==> src/scc_defs.svh <==
// Constants of the synthesizer configuration block: register offsets,
// command codes, field positions, slave address and reset values.
// Assumes nothing; holds definitions only.
`ifndef SCC_DEFS_SVH
`define SCC_DEFS_SVH

// ==========================================================================
// Register offsets
`define SCC_REG_LOW      8'h00
`define SCC_REG_HIGH     8'h01
`define SCC_REG_CMD      8'hF0

// ==========================================================================
// Command codes, low nibble of the command byte
`define SCC_CMD_UP       4'h1
`define SCC_CMD_DOWN     4'h2
`define SCC_CMD_APPLY    4'h4
`define SCC_CMD_FETCH    4'h8

// ==========================================================================
// Upper configuration register field positions
`define SCC_HI_LOCK      0
`define SCC_HI_PRE       1
`define SCC_HI_PB        2
`define SCC_HI_PA_LSB    3
`define SCC_HI_PA_MSB    5
`define SCC_HI_FB_LSB    6
`define SCC_HI_FB_MSB    7

// ==========================================================================
// Serial link constants
`define SCC_ADDR_FIXED   5'h16
`define SCC_BYTE_BITS    4'h8
`define SCC_LAST_BIT     4'h7
`define SCC_SYNC_W       22
`define SCC_SYNC_RST     22'h3FFFFF

// ==========================================================================
// Divider values after system reset
`define SCC_DEF_FB       10'h1F4
`define SCC_DEF_PA       3'h2
`define SCC_DEF_PB       1'h0
`define SCC_DEF_PRE      1'h1

`endif

==> src/scc_pkg.sv <==
// Types of the synthesizer configuration block.
// Assumes scc_defs.svh supplies the numeric constants.
package scc_pkg;

    // ======================================================================
    // Divider set, used for pins, active dividers and configuration copy
    typedef struct packed {
        logic [9:0] fb;
        logic [2:0] pa;
        logic       pb;
        logic       pre;
    } scc_div_s;

    // ======================================================================
    // Serial engine states, byte kinds and decoded commands
    typedef enum logic [2:0] {
        SCC_IDLE, SCC_RX, SCC_RX_ACK, SCC_TX, SCC_TX_ACK
    } scc_state_e;

    typedef enum logic [1:0] {
        SCC_K_ADDR, SCC_K_REG, SCC_K_DATA
    } scc_kind_e;

    typedef enum logic [2:0] {
        SCC_C_NONE, SCC_C_UP, SCC_C_DOWN, SCC_C_APPLY, SCC_C_FETCH
    } scc_cmd_e;

endpackage : scc_pkg

==> src/scc_sync_if.sv <==
// Synchronised pin levels passed from the pin synchroniser to the core.
// Assumes both ends run on ref_clk.
`timescale 1ns/100ps
interface scc_sync_if;
    logic              scl;
    logic              sda;
    logic              dev_rst_n;
    logic              par_n;
    logic              lock;
    logic [1:0]        addr_sel;
    scc_pkg::scc_div_s pins;

    modport src (output scl, sda, dev_rst_n, par_n, lock, addr_sel, pins);
    modport dst (input  scl, sda, dev_rst_n, par_n, lock, addr_sel, pins);
endinterface : scc_sync_if

==> src/scc_config_top.sv <==
// Configuration logic of a clock synthesizer: a serial two-wire slave with
// two divider configuration registers and a write-only command register,
// plus a parallel pin mode with priority over the serial writes.
// Assumes SCL stays low for at least 5 ref_clk and high for at least 3.
//
// Contract
// RQ1 - Write-only command register at 0xF0
// RQ2 - Step-up adds one to feedback divider
// RQ3 - Step-down subtracts one from feedback divider
// RQ4 - Apply copies configuration registers into dividers
// RQ5 - Fetch copies dividers into configuration registers
// RQ6 - Steps leave configuration registers untouched
// RQ7 - No range checking on divider values
// RQ8 - Register writes alone never change dividers
// RQ9 - Lock bit mirrors PLL lock, unwritable
// RQ10 - Entering serial mode keeps all values
// RQ11 - Entering parallel mode dividers follow pins
// RQ12 - Parallel mode registers mirror dividers; no fetch
// RQ13 - Slave address 10110 plus two pins
// RQ14 - Address LSB: zero write, one read
// RQ15 - Controller sends register then data pairs
// RQ16 - Every written byte acknowledged, any order
// RQ17 - Read returns low then high register
// RQ18 - Command register never read back
// RQ19 - Device reset release loads dividers from pins
// RQ20 - Parallel mode pin changes pass through
// RQ21 - Controller keeps outputs stopped until lock
// RQ22 - Parallel mode ignores writes, still acknowledges
// RQ23 - Low register holds feedback bits 7..0
// RQ24 - High register: fb9..8, pa, pb, pre, lock
// RQ25 - Unknown command codes do nothing
// RQ26 - Steps wrap modulo 1024
`timescale 1ns/100ps
`include "scc_defs.svh"
module scc_config_top (
    // Clock and reset
    input  wire logic       ref_clk,
    input  wire logic       sys_rst,
    // Device pins
    input  wire logic       device_reset_n,
    input  wire logic       parallel_mode_n,
    input  wire logic [1:0] addr_sel_pin,
    input  wire logic [9:0] cfg_fb_pin,
    input  wire logic [2:0] cfg_post_a_pin,
    input  wire logic       cfg_post_b_pin,
    input  wire logic       cfg_pre_pin,
    input  wire logic       pll_locked,
    // Two-wire serial link
    input  wire logic       scl_in,
    input  wire logic       sda_in,
    output logic            sda_out,
    output logic            sda_oe_n,
    // Active divider settings
    output logic [9:0]      fb_div,
    output logic [2:0]      post_divider_a,
    output logic            post_divider_b_sel,
    output logic            pre_div
);

    // ======================================================================
    // Helpers
    function automatic scc_pkg::scc_cmd_e cmd_decode(input logic [7:0] b);
        unique case (b[3:0])
            `SCC_CMD_UP:    cmd_decode = scc_pkg::SCC_C_UP;
            `SCC_CMD_DOWN:  cmd_decode = scc_pkg::SCC_C_DOWN;
            `SCC_CMD_APPLY: cmd_decode = scc_pkg::SCC_C_APPLY;
            `SCC_CMD_FETCH: cmd_decode = scc_pkg::SCC_C_FETCH;
            default:        cmd_decode = scc_pkg::SCC_C_NONE; // [RQ25]
        endcase
    endfunction : cmd_decode

    function automatic logic [7:0] high_pack(input scc_pkg::scc_div_s d, input logic lk);
        high_pack = {d.fb[9:8], d.pa, d.pb, d.pre, lk}; // [RQ24] [RQ9]
    endfunction : high_pack

    // ======================================================================
    // Input synchronisation
    scc_sync_if sy ();

    scc_pin_sync u_sync (
        .ref_clk (ref_clk),
        .sys_rst (sys_rst),
        .raw     ({scl_in, sda_in, device_reset_n, parallel_mode_n, pll_locked,
                   addr_sel_pin, cfg_fb_pin, cfg_post_a_pin, cfg_post_b_pin,
                   cfg_pre_pin}),
        .sy      (sy)
    );

    logic scl_p_q;
    logic sda_p_q;
    logic dev_p_q;

    always_ff @(posedge ref_clk) begin
        if (sys_rst) begin
            scl_p_q <= 1'h1;
            sda_p_q <= 1'h1;
            dev_p_q <= 1'h1;
        end else begin
            scl_p_q <= sy.scl;
            sda_p_q <= sy.sda;
            dev_p_q <= sy.dev_rst_n;
        end
    end

    logic scl_rise;
    logic scl_fall;
    logic bus_start;
    logic bus_stop;
    logic dev_rise;
    logic par_mode;

    assign scl_rise  = sy.scl & ~scl_p_q;
    assign scl_fall  = ~sy.scl & scl_p_q;
    assign bus_start = sy.scl & scl_p_q & sda_p_q & ~sy.sda;
    assign bus_stop  = sy.scl & scl_p_q & ~sda_p_q & sy.sda;
    assign dev_rise  = sy.dev_rst_n & ~dev_p_q;
    assign par_mode  = ~sy.par_n;

    // ======================================================================
    // Serial engine
    scc_pkg::scc_state_e state_q;
    scc_pkg::scc_kind_e  kind_q;
    logic [3:0]          bit_cnt_q;
    logic [7:0]          rx_q;
    logic [7:0]          tx_q;
    logic [7:0]          reg_addr_q;
    logic                rd_high_q;
    logic                mack_q;
    scc_pkg::scc_div_s   act_q;
    scc_pkg::scc_div_s   cfg_q;

    logic       addr_hit;
    logic       wr_stb;
    logic [7:0] low_rd;
    logic [7:0] high_rd;

    assign addr_hit = rx_q[7:1] == {`SCC_ADDR_FIXED, sy.addr_sel}; // [RQ13]
    assign wr_stb   = state_q == scc_pkg::SCC_RX_ACK && scl_fall
                      && kind_q == scc_pkg::SCC_K_DATA;
    assign low_rd   = cfg_q.fb[7:0]; // [RQ23]
    assign high_rd  = high_pack(cfg_q, sy.lock);

    always_ff @(posedge ref_clk) begin
        if (sys_rst || !sy.dev_rst_n) begin
            state_q    <= scc_pkg::SCC_IDLE;
            kind_q     <= scc_pkg::SCC_K_ADDR;
            bit_cnt_q  <= 4'h0;
            reg_addr_q <= 8'h00;
            rd_high_q  <= 1'h0;
            mack_q     <= 1'h0;
        end else if (bus_start) begin
            state_q   <= scc_pkg::SCC_RX;
            kind_q    <= scc_pkg::SCC_K_ADDR;
            bit_cnt_q <= 4'h0;
        end else if (bus_stop) begin
            state_q <= scc_pkg::SCC_IDLE;
        end else begin
            unique case (state_q)
                scc_pkg::SCC_IDLE: begin
                end
                scc_pkg::SCC_RX: begin
                    if (scl_rise) begin
                        bit_cnt_q <= bit_cnt_q + 4'h1;
                    end else if (scl_fall && bit_cnt_q == `SCC_BYTE_BITS) begin
                        bit_cnt_q <= 4'h0;
                        if (kind_q == scc_pkg::SCC_K_ADDR && !addr_hit) begin
                            state_q <= scc_pkg::SCC_IDLE;
                        end else begin
                            state_q <= scc_pkg::SCC_RX_ACK; // [RQ16] [RQ22]
                        end
                    end
                end
                scc_pkg::SCC_RX_ACK: begin
                    if (scl_fall) begin
                        state_q <= scc_pkg::SCC_RX;
                        unique case (kind_q)
                            scc_pkg::SCC_K_ADDR: begin
                                if (rx_q[0]) begin // [RQ14]
                                    state_q   <= scc_pkg::SCC_TX; // [RQ17]
                                    rd_high_q <= 1'h1;
                                end else begin
                                    kind_q <= scc_pkg::SCC_K_REG;
                                end
                            end
                            scc_pkg::SCC_K_REG: begin // [RQ15]
                                reg_addr_q <= rx_q;
                                kind_q     <= scc_pkg::SCC_K_DATA;
                            end
                            scc_pkg::SCC_K_DATA: begin
                                kind_q <= scc_pkg::SCC_K_REG;
                            end
                        endcase
                    end
                end
                scc_pkg::SCC_TX: begin
                    if (scl_fall) begin
                        if (bit_cnt_q == `SCC_LAST_BIT) begin
                            bit_cnt_q <= 4'h0;
                            state_q   <= scc_pkg::SCC_TX_ACK;
                        end else begin
                            bit_cnt_q <= bit_cnt_q + 4'h1;
                        end
                    end
                end
                scc_pkg::SCC_TX_ACK: begin
                    if (scl_rise) begin
                        mack_q <= ~sy.sda;
                    end else if (scl_fall) begin
                        state_q   <= mack_q ? scc_pkg::SCC_TX : scc_pkg::SCC_IDLE;
                        rd_high_q <= ~rd_high_q;
                    end
                end
            endcase
        end
    end

    always_ff @(posedge ref_clk) begin
        if (sys_rst) begin
            rx_q <= 8'h00;
        end else if (state_q == scc_pkg::SCC_RX && scl_rise) begin
            rx_q <= {rx_q[6:0], sy.sda};
        end
    end

    // Reads only ever see the two configuration registers, low first.
    always_ff @(posedge ref_clk) begin
        if (sys_rst) begin
            tx_q <= 8'hFF;
        end else if (state_q == scc_pkg::SCC_RX_ACK && scl_fall) begin
            tx_q <= low_rd; // [RQ17] [RQ18]
        end else if (state_q == scc_pkg::SCC_TX_ACK && scl_fall) begin
            tx_q <= rd_high_q ? high_rd : low_rd;
        end else if (state_q == scc_pkg::SCC_TX && scl_fall) begin
            tx_q <= {tx_q[6:0], 1'h1};
        end
    end

    // Registering the enable moves SDA four clocks after the pin fall of SCL, so the
    // controller must hold SCL low for longer than that.
    always_ff @(posedge ref_clk) begin
        if (sys_rst) begin
            sda_oe_n <= 1'h1;
        end else begin
            sda_oe_n <= !(state_q == scc_pkg::SCC_RX_ACK
                          || (state_q == scc_pkg::SCC_TX && !tx_q[7]));
        end
    end

    assign sda_out = 1'h0;

    // ======================================================================
    // Register writes and commands
    scc_pkg::scc_cmd_e cmd;
    logic              wr_ok;

    assign wr_ok = wr_stb && !par_mode; // [RQ22]
    assign cmd   = (wr_ok && reg_addr_q == `SCC_REG_CMD) ? cmd_decode(rx_q)
                   : scc_pkg::SCC_C_NONE; // [RQ1]

    // Active dividers: pins win over commands; values are never range checked.
    always_ff @(posedge ref_clk) begin
        if (sys_rst) begin
            act_q <= '{`SCC_DEF_FB, `SCC_DEF_PA, `SCC_DEF_PB, `SCC_DEF_PRE};
        end else if (dev_rise || par_mode) begin
            act_q <= sy.pins; // [RQ19] [RQ11] [RQ20]
        end else begin
            unique case (cmd)
                scc_pkg::SCC_C_UP:    act_q.fb <= act_q.fb + 10'h001; // [RQ2] [RQ26] [RQ7]
                scc_pkg::SCC_C_DOWN:  act_q.fb <= act_q.fb - 10'h001; // [RQ3] [RQ26]
                scc_pkg::SCC_C_APPLY: act_q <= cfg_q; // [RQ4] [RQ7] [RQ8]
                scc_pkg::SCC_C_FETCH: begin
                end
                scc_pkg::SCC_C_NONE: begin
                end
            endcase
        end
    end

    // Configuration registers keep their values across a mode change to serial.
    always_ff @(posedge ref_clk) begin
        if (sys_rst) begin
            cfg_q <= '{`SCC_DEF_FB, `SCC_DEF_PA, `SCC_DEF_PB, `SCC_DEF_PRE};
        end else if (par_mode) begin
            cfg_q <= sy.pins; // [RQ12] [RQ10]
        end else if (cmd == scc_pkg::SCC_C_FETCH) begin // [RQ6]
            cfg_q <= act_q; // [RQ5]
        end else if (wr_ok && reg_addr_q == `SCC_REG_LOW) begin
            cfg_q.fb[7:0] <= rx_q; // [RQ23]
        end else if (wr_ok && reg_addr_q == `SCC_REG_HIGH) begin
            cfg_q.fb[9:8] <= rx_q[`SCC_HI_FB_MSB:`SCC_HI_FB_LSB]; // [RQ24]
            cfg_q.pa      <= rx_q[`SCC_HI_PA_MSB:`SCC_HI_PA_LSB];
            cfg_q.pb      <= rx_q[`SCC_HI_PB];
            cfg_q.pre     <= rx_q[`SCC_HI_PRE]; // [RQ9]
        end
    end

    assign fb_div             = act_q.fb;
    assign post_divider_a     = act_q.pa;
    assign post_divider_b_sel = act_q.pb;
    assign pre_div            = act_q.pre;

    logic quiet;
    assign quiet = !dev_rise && !par_mode;
endmodule : scc_config_top

==> src/scc_pin_sync.sv <==
// Two-stage synchroniser for every asynchronous input of the block.
// Assumes all inputs are unrelated to ref_clk.
`timescale 1ns/100ps
`include "scc_defs.svh"
module scc_pin_sync (
    // Clock and reset
    input  wire logic                  ref_clk,
    input  wire logic                  sys_rst,
    // Raw inputs
    input  wire logic [`SCC_SYNC_W-1:0] raw,
    // Synchronised levels
    scc_sync_if.src                    sy
);
    logic [`SCC_SYNC_W-1:0] meta_q;
    logic [`SCC_SYNC_W-1:0] sync_q;

    // ======================================================================
    // Resetting to ones keeps the bus idle and the reset pin released.
    always_ff @(posedge ref_clk) begin
        if (sys_rst) begin
            meta_q <= `SCC_SYNC_RST;
            sync_q <= `SCC_SYNC_RST;
        end else begin
            meta_q <= raw;
            sync_q <= meta_q;
        end
    end

    assign {sy.scl, sy.sda, sy.dev_rst_n, sy.par_n, sy.lock, sy.addr_sel, sy.pins} = sync_q;

endmodule : scc_pin_sync

==> config.mk <==
export PLATFORM = sky130hd
export DESIGN_NAME = scc_config_top
export DESIGN_NICKNAME = d
export VERILOG_FILES = /design/src/scc_pkg.sv /design/src/scc_sync_if.sv /design/src/scc_config_top.sv /design/src/scc_pin_sync.sv
export VERILOG_INCLUDE_DIRS = /design/src /design/src/src
export SDC_FILE = /design/constraint.sdc
export NUM_CORES = 1
export LEC_CHECK = 0
export BUFFER_PORTS_ARGS = -buffer_cell sky130_fd_sc_hd__buf_4
export CORE_MARGIN = 4
export CORE_UTILIZATION = 54
export CTS_CLUSTER_SIZE = 8
export DETAILED_ROUTE_END_ITERATION = 8
export PLACE_DENSITY_LB_ADDON = 0.12
export SLEW_MARGIN = 25
export SYNTH_ARGS = -nofsm -noshare
export SYNTH_HDL_FRONTEND = slang
export SYNTH_SLANG_ARGS = --single-unit
export TNS_END_PERCENT = 10
==> constraint.sdc <==
create_clock -name ref_clk -period 3.4 [get_ports ref_clk]
set_input_delay 0.68 -clock ref_clk [delete_from_list [all_inputs] [get_ports ref_clk]]
set_output_delay 0.68 -clock ref_clk [all_outputs]
set_load 0.005 [all_outputs]
==> impl_metrics.ini <==
[setup_path]
crit_path_end_kind = flop
critPathKind = reg2reg
worstSetupStartpointType = flop
arrival_ps = 3540
worst_ep_required_time_ps = 3760
critPathMaxFanout = 9

[clock_network]
cts_tree = yes
cts.reportedPaths.clkPinSlew_ps = 60
cts-htree-levels = 4
cts_made_buffers = 17
insertion_delay_ps = 520
clock_tree.root_cell = sky130_fd_sc_hd__clkbuf_8
cts_num_sinks = 113
clk_path_buf_depth = 2
postCtsSetupBuffers = 0

[timing]
timing_worst_slew_pin_value_ps = 953
finalSetupViolCount = 0
fin_crit_sh = 0.934
final-max-slew-violation-count = 0
finalCriticalPeriod_ps = 3180
finalHoldViolations = 0
timing.max_slew.rel_slack = 0.360
fin_ws_ps = 224
timing.clock.skew_ps = 8.16
max_freq_ghz = 0.315
final.setup.tns_ps = 0

[cells_and_area]
final_cell_area_sq_um = 6130
nets_finish = 649
share_of_layout_cells_above_drive_strength_1 = 0.247
mostFrequentLayoutCells = sky130_fd_sc_hd__dfxtp_1, sky130_fd_sc_hd__nor2_1, sky130_fd_sc_hd__buf_4
finish.cell_count_without_fillers = 738
fillers = 739
area_growth_pct = 20.4
ant_diodes = 0
most_common_cell_after_layout_fill_and_taps_aside = sky130_fd_sc_hd__dfxtp_1

[logic_synthesis]
asyncSetResetFlopFracSynth = 0
yosysUniqueCellTypes = 66
synth-edff-count = 0
ys.flop_type = sky130_fd_sc_hd__dfxtp_1
yosys_register_bits = 113
synthesis.instances = 568
yosys_warnings = 0
mappedNetlistArea_sq_um = 5090
synth-seq-area-share = 0.444
synth_nets = 603
synthesis.area_per_instance_sq_um = 8.97

[die]
coreArea_sq_um = 9200
i_o_pin_total = 41
die_area_sq_um = 11100
initial_utilization = 0.554
dieHeight_um = 105
placement_rows = 35
die_w_um = 105

[route]
detailedRoute.firstPassIterationCount = 5
drt-initial-drc-count = 308
routed-via-count = 4415
detail_route.vias_per_cell = 5.98
detail_route.wl_per_cell_um = 17.7
post-route-drc-count = 0
count_of_nets_left_with_antenna_violations_after_detail_routing = 0
wl_um = 13100

[global_route]
global_route_wire_length_before_repair_um = 21100
first_global_vias = 4099
grt.overflow.total = 0
grt_use_met1 = 0.316
grt_max_degree = 83
top_usage_layer = met2
grt.met2_usage = 0.385
gr-usage-met3 = 0.0574
groute.usage.overall = 0.240
antenna_found_initial = 0

[placement]
dp.final_hpwl_um = 8790
dp_worst_setup_slack_ps = 79.2
place_inst = 706
placement.io_buffers = 39
dpl-instance-area_sq_um = 5530
gp_congestion = 0.920

[status]
status = completed

[pwr]
vdd_drop_max_v = 0.000361
power_per_standard_cell_area_nw_per_um2 = 532
leakage_uw = 0.00247

[worst_hold_path]
hold_crit_class = in2reg

[flow_run]
cap_violations = 0
kinds of logic (layout without fill, tap and decap cells):
kind of cell | after synthesis | after routing | share of synthesized area
AO/OA/AOI/OAI | 143 | 143 | 0.196
XOR/XNOR | 10 | 10 | 0.0172
adder cells (fa/ha/maj) | 11 | 11 | 0.0285
buffers and inverters | 46 | 105 | 0.0400
flip-flops | 113 | 113 | 0.444
multiplexers | 22 | 22 | 0.0440
other | 1 | 1 | 0.000736
AND/OR/NAND/NOR | 222 | 222 | 0.229
where the power goes:
group | internal [uW] | switching, uW
clock network | 988 | 691
logic | 90.9 | 88.4
registers | 1370 | 35.6
total | 2450 | 815
routing by layer:
metal | share of wire | wire [um] | vias up
met1 | 0.44 | 5730 | 2061
met4 | 0.023 | 302 | 0
met5 | 0 | 0 | -
met2 | 0.47 | 6120 | 196
li1 | - | - | 2132
met3 | 0.071 | 934 | 26
final cells by class:
cell class	count	area, sq um	area share
Clock buffer	17	414	0.0675
Clock inverter	15	150	0.0245
Inverter	15	56.3	0.00918
Multi-Input combinational cell	409	2670	0.436
Sequential cell	113	2260	0.369
Tap cell	111	139	0.0226
Timing Repair Buffer	58	439	0.0716
timing repair:
item	in CTS	in global routing
hold buffers	0	0
resized for setup	0	8
endpoints found under the setup margin	0	1
sequential cells by signal, indices dropped and copies added, names as in the netlist, 2 cells and up:
register and flops:
tx_q 8, kind_q 2, rx_q 8, state_q 3, fb_div 10, bit_cnt_q 4
post_divider_a 3, reg_addr_q 8, u_sync.meta_q 22, u_sync.sync_q 22, cfg_q 15
cell usage after synthesis, drive strengths merged, types with 4 or more instances:
library cell | number | area [sq um]
mux2i | 19 | 190
ha | 10 | 125
or4 | 4 | 30.0
nor2 | 64 | 240
dfxtp | 113 | 2260
a211oi | 5 | 37.5
a211o | 7 | 61.3
or2 | 47 | 294
nor3 | 10 | 66.3
o211ai | 13 | 97.6
nand4 | 5 | 31.3
a221o | 9 | 90.1
o21ai | 23 | 115
nor4 | 6 | 52.6
xnor2 | 4 | 35.0
o221ai | 7 | 61.3
o21a | 4 | 30.0
or3 | 4 | 25.0
a21oi | 38 | 198
xor2 | 6 | 52.6
inv | 14 | 52.6
clkbuf | 24 | 90.1
nand2 | 43 | 161
a21o | 6 | 45.0
a221oi | 6 | 52.6
nand3 | 8 | 40.0
nor2b | 6 | 37.5
buf | 7 | 57.5
nand2b | 13 | 81.3
per-stage QoR:
stage / power, uW / util / hold slack [ps]
2_1_floorplan: 1530 / - / 389
3_3_place_gp: 1600 / 0.601 / 392
3_5_place_dp: 1610 / 0.601 / 392
4_1_cts: 3270 / 0.663 / 333
5_1_grt: 3370 / 0.667 / 327
6_report: 3260 / 0.667 / 342
worst max-delay path, cell delays in order (launching register included):
cell and delay (ps):
sky130_fd_sc_hd__dfxtp_1 310, sky130_fd_sc_hd__or4_4 570, sky130_fd_sc_hd__nor4_4 260, sky130_fd_sc_hd__nand3_1 130, sky130_fd_sc_hd__nor3_2 160, sky130_fd_sc_hd__buf_6 170, sky130_fd_sc_hd__ha_1 270, sky130_fd_sc_hd__a21oi_2 170
sky130_fd_sc_hd__o211ai_1 160, sky130_fd_sc_hd__a2111oi_2 350, sky130_fd_sc_hd__nor2_1 110, sky130_fd_sc_hd__nor4_1 240, sky130_fd_sc_hd__o32ai_1 120
final timing paths:
| path | from | endpoint | slack, ps | cells after the start |
|---|---|---|---|---|
| max | kind_q[0]$_SDFFE_PP0P_ | fb_div[9]$_SDFFE_PP0P_ | 220 | 12 |
| min reg2reg | u_sync.meta_q[7]$_SDFF_PP1_ | u_sync.sync_q[7]$_SDFF_PP1_ | 410 | 1 |
| max reg2reg | kind_q[0]$_SDFFE_PP0P_ | fb_div[9]$_SDFFE_PP0P_ | 220 | 12 |
| min | cfg_post_a_pin[0] | u_sync.meta_q[2]$_SDFF_PP1_ | 340 | 2 |
No activity file was read; power rests on OpenSTA's default activity.
